$ cat src/logic/midr_pkg.sv
// shared constants, opcodes, carriers and state layout for the instruction decoder core
// assumes one 100 MHz ref_clk; four ref_clk periods form one instruction cycle
package midr_pkg;

  localparam int INSTR_W       = 14;
  localparam int PC_W          = 13;
  localparam int DATA_W        = 8;
  localparam int FADDR_W       = 7;
  localparam int TGT_W         = 11;
  localparam int STACK_D       = 8;
  localparam int SP_W          = 3;
  localparam int OSC_PER_CYCLE = 4;

  localparam logic [1:0] PH_FETCH = 2'h0;
  localparam logic [1:0] PH_READ  = 2'h1;
  localparam logic [1:0] PH_EXEC  = 2'h2;
  localparam logic [1:0] PH_WRITE = 2'h3;

  localparam logic [1:0] CLS_BYTE = 2'h0;
  localparam logic [1:0] CLS_BIT  = 2'h1;

  localparam logic [FADDR_W-1:0] ADDR_TIMER_ZERO = 7'h01;
  localparam logic [FADDR_W-1:0] ADDR_PORT       = 7'h05;

  localparam logic [INSTR_W-1:0] NOP_WORD   = 14'h0000;
  localparam logic [7:0]         SLEEP_LO   = 8'h63;
  localparam logic [7:0]         CLRWDT_LO  = 8'h64;
  localparam logic [7:0]         RETURN_LO  = 8'h08;
  localparam logic [7:0]         RETINT_LO  = 8'h09;

  localparam logic [7:0] REG_CTRL = 8'h00;
  localparam logic [7:0] REG_STAT = 8'h04;
  localparam logic [7:0] REG_WREG = 8'h08;

  localparam int         CTRL_PSA_BIT = 0;
  localparam int         CTRL_RUN_BIT = 1;
  localparam logic [1:0] CTRL_RESET   = 2'h2;

  localparam int STAT_C_BIT   = 0;
  localparam int STAT_DC_BIT  = 1;
  localparam int STAT_Z_BIT   = 2;
  localparam int STAT_PD_BIT  = 3;
  localparam int STAT_TO_BIT  = 4;
  localparam int STAT_SLP_BIT = 5;

  localparam logic [PC_W-1:0]   PC_RESET = 13'h0000;
  localparam logic [DATA_W-1:0] W_RESET  = 8'h00;

  typedef enum logic [3:0] {
    ALU_PASSA = 4'h0, ALU_PASSB = 4'h1, ALU_ADD  = 4'h2, ALU_SUB  = 4'h3,
    ALU_AND   = 4'h4, ALU_IOR   = 4'h5, ALU_XOR  = 4'h6, ALU_CLR  = 4'h7,
    ALU_COM   = 4'h8, ALU_INC   = 4'h9, ALU_DEC  = 4'ha, ALU_RLC  = 4'hb,
    ALU_RRC   = 4'hc, ALU_SWAP  = 4'hd, ALU_BCLR = 4'he, ALU_BSET = 4'hf
  } midr_alu_op_t;

  typedef struct packed {
    midr_alu_op_t aluOp;
    logic useFile;
    logic wrFile;
    logic wrW;
    logic updZ;
    logic updC;
    logic updDc;
    logic skipZero;
    logic bitTest;
    logic skipSet;
    logic isCall;
    logic isJump;
    logic isRet;
    logic isSleep;
    logic isWdt;
  } midr_dec_t;

  typedef struct packed {
    logic [7:0]  addr;
    logic [31:0] wrData;
    logic        wr;
    logic        rd;
  } midr_regbus_t;

  typedef struct packed {
    logic [1:0]                      phase;
    logic                            adv;
    logic                            flush;
    logic [INSTR_W-1:0]              instr;
    logic [PC_W-1:0]                 pc;
    logic [STACK_D-1:0][PC_W-1:0]    stack;
    logic [SP_W-1:0]                 sp;
    logic [DATA_W-1:0]               wreg;
    logic                            cFlag;
    logic                            dcFlag;
    logic                            zFlag;
    logic                            toBit;
    logic                            pdBit;
    logic                            sleeping;
    logic [DATA_W-1:0]               opnd;
    logic [DATA_W-1:0]               res;
    logic                            resC;
    logic                            resDc;
    logic                            resZ;
    logic [1:0]                      ctrl;
    logic [31:0]                     rdData;
    logic [DATA_W-1:0]               pinMeta;
    logic [DATA_W-1:0]               pinSync;
  } midr_state_t;

endpackage : midr_pkg

$ cat src/logic/midr_core.sv
// instruction decode and read-modify-write execution core
// assumes program memory answers instrWord for pcOut by the fetch edge,
// and the file register array answers fileRdData in the cycle of fileRdEn
// Function
// - file operands always read before written
// - destination bit picks working or file
// - file address field is seven bits
// - bit field picks one of eight bits
// - don't care bits never change decoding
// - or, and, xor with file touch zero
// - rotates go through carry, change carry only
// - increment/decrement skip forms skip next when result zero
// - bit tests skip on clear or set
// - literal or, and, xor update zero only
// - literal add and subtract update three flags
// - return with literal loads working, pops
// - standby enters sleep, updates status bits
// - branches and true tests take two cycles
// - port rewrite uses pin levels, not latch
// - timer zero write clears assigned prescaler
// - port read clears the change mismatch
// - instruction cycle is four clock periods
// - literals are eight bits, targets eleven
//
// Chosen here: strobed register access and the register offsets.
module midr_core
  import midr_pkg::*;
(
  input  wire logic               ref_clk,
  input  wire logic               resetn,
  input  wire logic [INSTR_W-1:0] instrWord,
  output logic [PC_W-1:0]         pcOut,
  output logic [FADDR_W-1:0]      fileAddr,
  output logic                    fileRdEn,
  input  wire logic [DATA_W-1:0]  fileRdData,
  output logic                    fileWrEn,
  output logic [DATA_W-1:0]       fileWrData,
  input  wire logic [DATA_W-1:0]  portPins,
  output logic                    portMismatchClr,
  output logic                    prescalerClr,
  output logic                    wdtClr,
  output logic                    sleepEnter,
  input  wire midr_regbus_t       regBus,
  output logic [31:0]             regRdData
);

  midr_state_t q;
  midr_state_t d;
  midr_dec_t   dec;
  logic [7:0]  aluRes;
  logic        aluC;
  logic        aluDc;
  logic        aluZ;
  logic        skipNow;
  logic        writeAdv;
  logic [PC_W-1:0] nextPc;

  function automatic midr_dec_t decode(input logic [INSTR_W-1:0] w);
    midr_dec_t r;
    r       = '0;
    r.aluOp = ALU_PASSA;
    casez (w[13:8])
      6'b00_0000: begin
        if (w[7]) begin
          r.aluOp   = ALU_PASSB;
          r.useFile = 1'b1;
          r.wrFile  = 1'b1;
        end else begin
          r.isSleep = (w[7:0] == SLEEP_LO);
          r.isWdt   = (w[7:0] == CLRWDT_LO);
          r.isRet   = (w[7:0] == RETURN_LO) || (w[7:0] == RETINT_LO);
        end
      end
      6'b00_0001: begin
        r.aluOp   = ALU_CLR;
        r.useFile = w[7];
        r.wrFile  = w[7];
        r.wrW     = ~w[7];
        r.updZ    = 1'b1;
      end
      6'b00_????: begin
        r.useFile = 1'b1;
        r.wrFile  = w[7];
        r.wrW     = ~w[7];
        case (w[11:8])
          4'h2: r.aluOp = ALU_SUB;
          4'h3: r.aluOp = ALU_DEC;
          4'h4: r.aluOp = ALU_IOR;
          4'h5: r.aluOp = ALU_AND;
          4'h6: r.aluOp = ALU_XOR;
          4'h7: r.aluOp = ALU_ADD;
          4'h8: r.aluOp = ALU_PASSA;
          4'h9: r.aluOp = ALU_COM;
          4'ha: r.aluOp = ALU_INC;
          4'hb: r.aluOp = ALU_DEC;
          4'hc: r.aluOp = ALU_RRC;
          4'hd: r.aluOp = ALU_RLC;
          4'he: r.aluOp = ALU_SWAP;
          default: r.aluOp = ALU_INC;
        endcase
        r.skipZero = (w[11:8] == 4'hb) || (w[11:8] == 4'hf);
        r.updC     = (w[11:8] == 4'h2) || (w[11:8] == 4'h7)
                     || (w[11:8] == 4'hc) || (w[11:8] == 4'hd);
        r.updDc    = (w[11:8] == 4'h2) || (w[11:8] == 4'h7);
        r.updZ     = !r.skipZero && (w[11:8] != 4'he)
                     && (w[11:8] != 4'hc) && (w[11:8] != 4'hd);
      end
      6'b01_????: begin
        r.useFile = 1'b1;
        r.aluOp   = w[10] ? ALU_BSET : ALU_BCLR;
        r.wrFile  = ~w[11];
        r.bitTest = w[11];
        r.skipSet = w[10];
      end
      6'b10_????: begin
        r.isCall = ~w[11];
        r.isJump = w[11];
      end
      6'b11_00??: r.wrW = 1'b1;
      6'b11_01??: begin
        r.wrW   = 1'b1;
        r.isRet = 1'b1;
      end
      6'b11_1000: begin
        r.aluOp = ALU_IOR;
        r.wrW   = 1'b1;
        r.updZ  = 1'b1;
      end
      6'b11_1001: begin
        r.aluOp = ALU_AND;
        r.wrW   = 1'b1;
        r.updZ  = 1'b1;
      end
      6'b11_1010: begin
        r.aluOp = ALU_XOR;
        r.wrW   = 1'b1;
        r.updZ  = 1'b1;
      end
      6'b11_11??: begin
        r.aluOp = w[9] ? ALU_ADD : ALU_SUB;
        r.wrW   = 1'b1;
        r.updZ  = 1'b1;
        r.updC  = 1'b1;
        r.updDc = 1'b1;
      end
      default: r.aluOp = ALU_PASSA;
    endcase
    return r;
  endfunction : decode

  assign dec = decode(q.instr);

  midr_alu u_alu (
    .op      (dec.aluOp),
    .a       (q.opnd),
    .b       (q.wreg),
    .bitSel  (q.instr[9:7]),
    .carryIn (q.cFlag),
    .res     (aluRes),
    .cOut    (aluC),
    .dcOut   (aluDc),
    .zOut    (aluZ)
  );

  assign skipNow  = (dec.skipZero && q.resZ)
                    || (dec.bitTest && (q.opnd[q.instr[9:7]] == dec.skipSet));
  assign writeAdv = (q.phase == PH_WRITE) && q.adv;
  assign nextPc   = q.pc + 13'h0001;

  always_comb begin
    d          = q;
    d.pinMeta  = portPins;
    d.pinSync  = q.pinMeta;
    d.phase    = q.phase + 2'h1;
    d.rdData   = 32'h0000_0000;
    if (regBus.rd) begin
      case (regBus.addr)
        REG_CTRL: d.rdData = {30'h0000_0000, q.ctrl};
        REG_STAT: d.rdData = {26'h000_0000, q.sleeping, q.toBit, q.pdBit,
                              q.zFlag, q.dcFlag, q.cFlag};
        REG_WREG: d.rdData = {24'h00_0000, q.wreg};
        default:  d.rdData = 32'h0000_0000;
      endcase
    end
    if (regBus.wr && (regBus.addr == REG_CTRL)) begin
      d.ctrl = regBus.wrData[1:0];
    end
    case (q.phase)
      PH_FETCH: begin
        // a flushed slot runs as a no-operation and does not advance the counter
        d.adv   = q.ctrl[CTRL_RUN_BIT] && !q.sleeping && !q.flush;
        d.instr = d.adv ? instrWord : NOP_WORD;
        d.flush = 1'b0;
      end
      PH_READ: begin
        if (dec.useFile) begin
          // port reads see the pins, so inputs pulled low write back as zero
          d.opnd = (q.instr[6:0] == ADDR_PORT) ? q.pinSync : fileRdData;
        end else begin
          d.opnd = q.instr[7:0];
        end
      end
      PH_EXEC: begin
        d.res   = aluRes;
        d.resC  = aluC;
        d.resDc = aluDc;
        d.resZ  = aluZ;
      end
      PH_WRITE: begin
        if (q.adv) begin
          d.pc = nextPc;
          if (dec.wrW) begin
            d.wreg = q.res;
          end
          if (dec.updZ) begin
            d.zFlag = q.resZ;
          end
          if (dec.updC) begin
            d.cFlag = q.resC;
          end
          if (dec.updDc) begin
            d.dcFlag = q.resDc;
          end
          if (skipNow) begin
            // the flushed slot replaces the skipped word, so step past it here
            d.pc    = q.pc + 13'h0002;
            d.flush = 1'b1;
          end
          if (dec.isCall || dec.isJump) begin
            d.pc    = {q.pc[PC_W-1:TGT_W], q.instr[TGT_W-1:0]};
            d.flush = 1'b1;
          end
          if (dec.isCall) begin
            // circular stack: overflow silently drops the oldest entry
            d.stack[q.sp] = nextPc;
            d.sp          = q.sp + 3'h1;
          end
          if (dec.isRet) begin
            d.sp    = q.sp - 3'h1;
            d.pc    = q.stack[q.sp - 3'h1];
            d.flush = 1'b1;
          end
          if (dec.isSleep) begin
            d.sleeping = 1'b1;
            d.pdBit    = 1'b0;
            d.toBit    = 1'b1;
          end
          if (dec.isWdt) begin
            d.pdBit = 1'b1;
            d.toBit = 1'b1;
          end
        end
      end
      default: d.phase = PH_FETCH;
    endcase
  end

  always_ff @(posedge ref_clk or negedge resetn) begin
    if (!resetn) begin
      q       <= '0;
      q.pc    <= PC_RESET;
      q.wreg  <= W_RESET;
      q.instr <= NOP_WORD;
      q.toBit <= 1'b1;
      q.pdBit <= 1'b1;
      q.ctrl  <= CTRL_RESET;
    end else begin
      q <= d;
    end
  end

  assign pcOut           = q.pc;
  assign fileAddr        = q.instr[FADDR_W-1:0];
  assign fileRdEn        = (q.phase == PH_READ) && dec.useFile;
  assign fileWrEn        = (q.phase == PH_WRITE) && q.adv && dec.wrFile;
  assign fileWrData      = q.res;
  assign portMismatchClr = fileRdEn && (fileAddr == ADDR_PORT);
  assign prescalerClr    = fileWrEn && (fileAddr == ADDR_TIMER_ZERO)
                           && q.ctrl[CTRL_PSA_BIT];
  assign wdtClr          = writeAdv && dec.isWdt;
  assign sleepEnter      = writeAdv && dec.isSleep;
  assign regRdData       = q.rdData;
endmodule : midr_core

$ cat src/logic/midr_alu.sv
// eight-bit arithmetic and logic unit of the decoder core
// assumes the caller latches the outputs; purely combinational
module midr_alu
  import midr_pkg::*;
(
  input  wire midr_alu_op_t op,
  input  wire logic [7:0]   a,
  input  wire logic [7:0]   b,
  input  wire logic [2:0]   bitSel,
  input  wire logic         carryIn,
  output logic [7:0]        res,
  output logic              cOut,
  output logic              dcOut,
  output logic              zOut
);

  always_comb begin
    logic [8:0] sum;
    logic [4:0] nib;
    sum   = 9'h000;
    nib   = 5'h00;
    res   = a;
    cOut  = carryIn;
    dcOut = 1'b0;
    case (op)
      ALU_ADD: begin
        sum   = {1'b0, a} + {1'b0, b};
        nib   = {1'b0, a[3:0]} + {1'b0, b[3:0]};
        res   = sum[7:0];
        cOut  = sum[8];
        dcOut = nib[4];
      end
      ALU_SUB: begin
        // carry set means no borrow
        sum   = {1'b0, a} + {1'b0, ~b} + 9'h001;
        nib   = {1'b0, a[3:0]} + {1'b0, ~b[3:0]} + 5'h01;
        res   = sum[7:0];
        cOut  = sum[8];
        dcOut = nib[4];
      end
      ALU_PASSA: res = a;
      ALU_PASSB: res = b;
      ALU_AND:   res = a & b;
      ALU_IOR:   res = a | b;
      ALU_XOR:   res = a ^ b;
      ALU_CLR:   res = 8'h00;
      ALU_COM:   res = ~a;
      ALU_INC:   res = a + 8'h01;
      ALU_DEC:   res = a - 8'h01;
      ALU_RLC: begin
        res  = {a[6:0], carryIn};
        cOut = a[7];
      end
      ALU_RRC: begin
        res  = {carryIn, a[7:1]};
        cOut = a[0];
      end
      ALU_SWAP:  res = {a[3:0], a[7:4]};
      ALU_BCLR:  res = a & ~(8'h01 << bitSel);
      ALU_BSET:  res = a | (8'h01 << bitSel);
      default:   res = a;
    endcase
    zOut = (res == 8'h00);
  end

endmodule : midr_alu

$ cat config.mk
export PLATFORM = sky130hd
export DESIGN_NAME = midr_core
export DESIGN_NICKNAME = d
export VERILOG_FILES = /design/src/logic/midr_pkg.sv /design/src/logic/midr_core.sv /design/src/logic/midr_alu.sv
export SDC_FILE = /design/constraint.sdc
export NUM_CORES = 1
export LEC_CHECK = 0
export BUFFER_PORTS_ARGS = -buffer_cell sky130_fd_sc_hd__buf_4
export CAP_MARGIN = 20
export CORE_MARGIN = 4
export CORE_UTILIZATION = 51
export CTS_BUF_LIST = sky130_fd_sc_hd__clkbuf_4 sky130_fd_sc_hd__clkbuf_8
export CTS_CLUSTER_SIZE = 8
export DETAILED_ROUTE_END_ITERATION = 12
export MAX_ROUTING_LAYER = met4
export PLACE_DENSITY = 0.71
export RECOVER_POWER = 100
export SYNTH_ARGS = -nofsm -noshare
export SYNTH_HDL_FRONTEND = slang
export SYNTH_SLANG_ARGS = --single-unit
$ cat constraint.sdc
create_clock -name ref_clk -period 4.1 [get_ports ref_clk]
set_input_delay 0.41 -clock ref_clk [delete_from_list [all_inputs] [get_ports ref_clk]]
set_output_delay 0.41 -clock ref_clk [all_outputs]
set_load 0.1 [all_outputs]
==> qor.txt <==
# clock sinks = 197
Synth top area share = 0.409
routed vias = 9903
Detail Route Antenna Nets = 0
type of the worst min-delay path = primary input to flip-flop
Rel. slew slack = -0.986
worst-path fanout max = 14
cell leakage power = 5.83 nW
Setup WS post-layout = 0.289 ns
top post-synthesis cells by area = dfrtp_1 (41%), mux4_2 (5.3%), buf_4 (3.9%)
setup bufs post-CTS = 0
Remaining DRCs = 0
Final Instance Area = 12900 um^2
Crit Path Class = flip-flop to output port
Worst Path Arrival = 3.40 ns
distinct cell type count after synthesis = 93
clock latency on the worst-skew pair = 0.50 ns
I/O Buffers = 85
minimum clock period = 3.81 ns
Die Y = 161 um
startpoint types = flip-flop
DRT Pass-1 Iters = 7
asr flop ratio synth = 1.00
CTS root buf = clkbuf_8
met3 wire length = 2600 um
fin crit share = 0.930
final slew viol count = 116
synthesized area per cell = 9.69 um^2
global-route wire length before repair = 55200 um
most frequent cell after synthesis = dfrtp_1
Max Cap Viol = 1
Clock Path Buffers = 2
Max Fclk = 262 MHz
synthesized cell area = 11900 um^2
placed wire-length estimate = 25200 um
Req. time, crit path = 3.69 ns
vias in the first global route = 9683
Layout Area Growth over Synthesis = 9.12%
Routed WL per cell = 21.6 um
# rows = 55
CP Capture Type = output port
status = complete, but fails checks
H-tree depth = 4
Power Dens Cells = 340 nW/um^2
metal1 wirelength = 15200 um
peak supply drop = 0.270 mV
DRT iter0 DRCs = 950
pre-CTS WS = 0.404 ns
GRT overflow = 0
Clock Skews = 0.0333 ns
CTS tree = built
core footprint = 22800 um^2
Final setup viols = 0
Top FF cell, synth = dfrtp_1
most common library cells after synthesis = dfrtp_1 (194), nand2_1 (109), nor2_1 (92)
endpoints failing hold = 0
Worst-Margin Slew = 2.98 ns
Synth area leader = dfrtp_1
largest net degree at the start of global routing = 117
routability cong. = 0.977
Die Width = 161 um
YS warnings = 0
Post-synth EDFFs = 0
Post-DP Area = 12700 um^2
Starting Density = 0.521
register area share after synthesis = 0.416
Layout Nets = 1383
drt total wl = 34700 um
GRT Overall Usage = 0.278
Top Metal Used = met4
Vias/cell = 6.17
Synth Register Bits = 197
Worst-path clk slew = 0.13 ns
TritonCTS Buffers = 17
routed wl met2 = 15700 um
share of post-route cells with drive strength above 1 = 0.154
failing checks = max-capacitance violations, max-slew violations
initial antenna violation count = 2
unrepaired setup endpoints after global routing = no
Mapped Cells = 1225
I/O pins = 140
final setup TNS = 0 ns
Die ar. = 25800 um^2
-- routing by layer --
metal / vias to the layer above / track usage
li1: 4496 / -
met1: 4884 / 0.388
met2: 437 / 0.411
met3: 86 / 0.0570
met4: 0 / 0.0896
met5: - / -
-- worst paths after layout --
check,end,startpoint,slack (ns),cells past startpoint
worst max register to register,q[50],q[211],0.29,9
max in group asynchronous,pcOut[3],resetn,1.22,2
worst min register to register,q[2],d[2],0.36,0
worst min-delay path,q[214],instrWord[11],0.11,3
worst max-delay path,sleepEnter,q[220],0.29,7
min in group asynchronous,d[7],resetn,0.84,1
-- stage by stage --
stage               utilization  total power (W)  instances  hold slack [ns]
floorplan                     -          0.00282       1248            0.114
global placement          0.556          0.00304       1562            0.332
detailed placement        0.556          0.00305       1562            0.335
CTS                       0.579          0.00445       1602           0.0766
global route              0.569          0.00458       1604           0.0906
finish                    0.569          0.00440       1604            0.112
-- cell families after synthesis --
logic type               count (synthesis)  share of synthesized area
multiplexers                            85                      0.105
other                                    1                   0.000316
AO/OA/AOI/OAI                          343                      0.193
XOR/XNOR                                32                     0.0236
AND/OR/NAND/NOR                        352                      0.145
buffers and inverters                  182                     0.0803
adder cells (fa/ha/maj)                 33                     0.0367
flip-flops                             197                      0.416
-- layout make-up --
type                    instances  area [um^2]
fillers                      2034         9830
multi-input cells             869         6080
diodes                          2         5.00
clock inverters                15          223
clock buffers                  17          234
well taps                     313          392
flip-flops and latches        197         4930
inverters                      45          169
repair buffers                146          913
-- repair_timing --
item                       in CTS  in global routing
gates resized for setup         0                  1
hold buffers                    8                  0
setup endpoints to repair       0                  1
hold endpoints to repair        8                  0
-- critical path, stage by stage, from the launching register on --
cell	delay (ns)
dfrtp_1	0.40
ha_1	0.20
and2_0	0.15
clkbuf_1	0.52
nand3_1	0.14
or4_1	0.49
nor4bb_2	0.48
buf_2	0.52
-- flip-flops by register name (all words and copies together) (netlist names) --
register	flops
d	8
fileAddr	7
fileWrData	8
pcOut	13
q	153
regRdData	8
-- report_power, final --
part           switching (W)  internal [W]
logic               0.000689      0.000218
clock network       0.000856      0.000545
registers          0.0000937       0.00200
-- layout by cell type (no fill, tap or decap), types with 21 or more instances in the layout --
cell type / instances
inv_1: 44
ha_1: 30
mux4_2: 28
xnor2_1: 21
o21ai_0: 90
a21oi_1: 85
mux2i_1: 24
conb_1: 24
clkbuf_1: 54
dfrtp_1: 193
mux2_2: 32
nor3_1: 25
nand3_1: 22
nand2_1: 109
nor2_1: 92
buf_4: 69
Power figures use the tool's default switching activity.
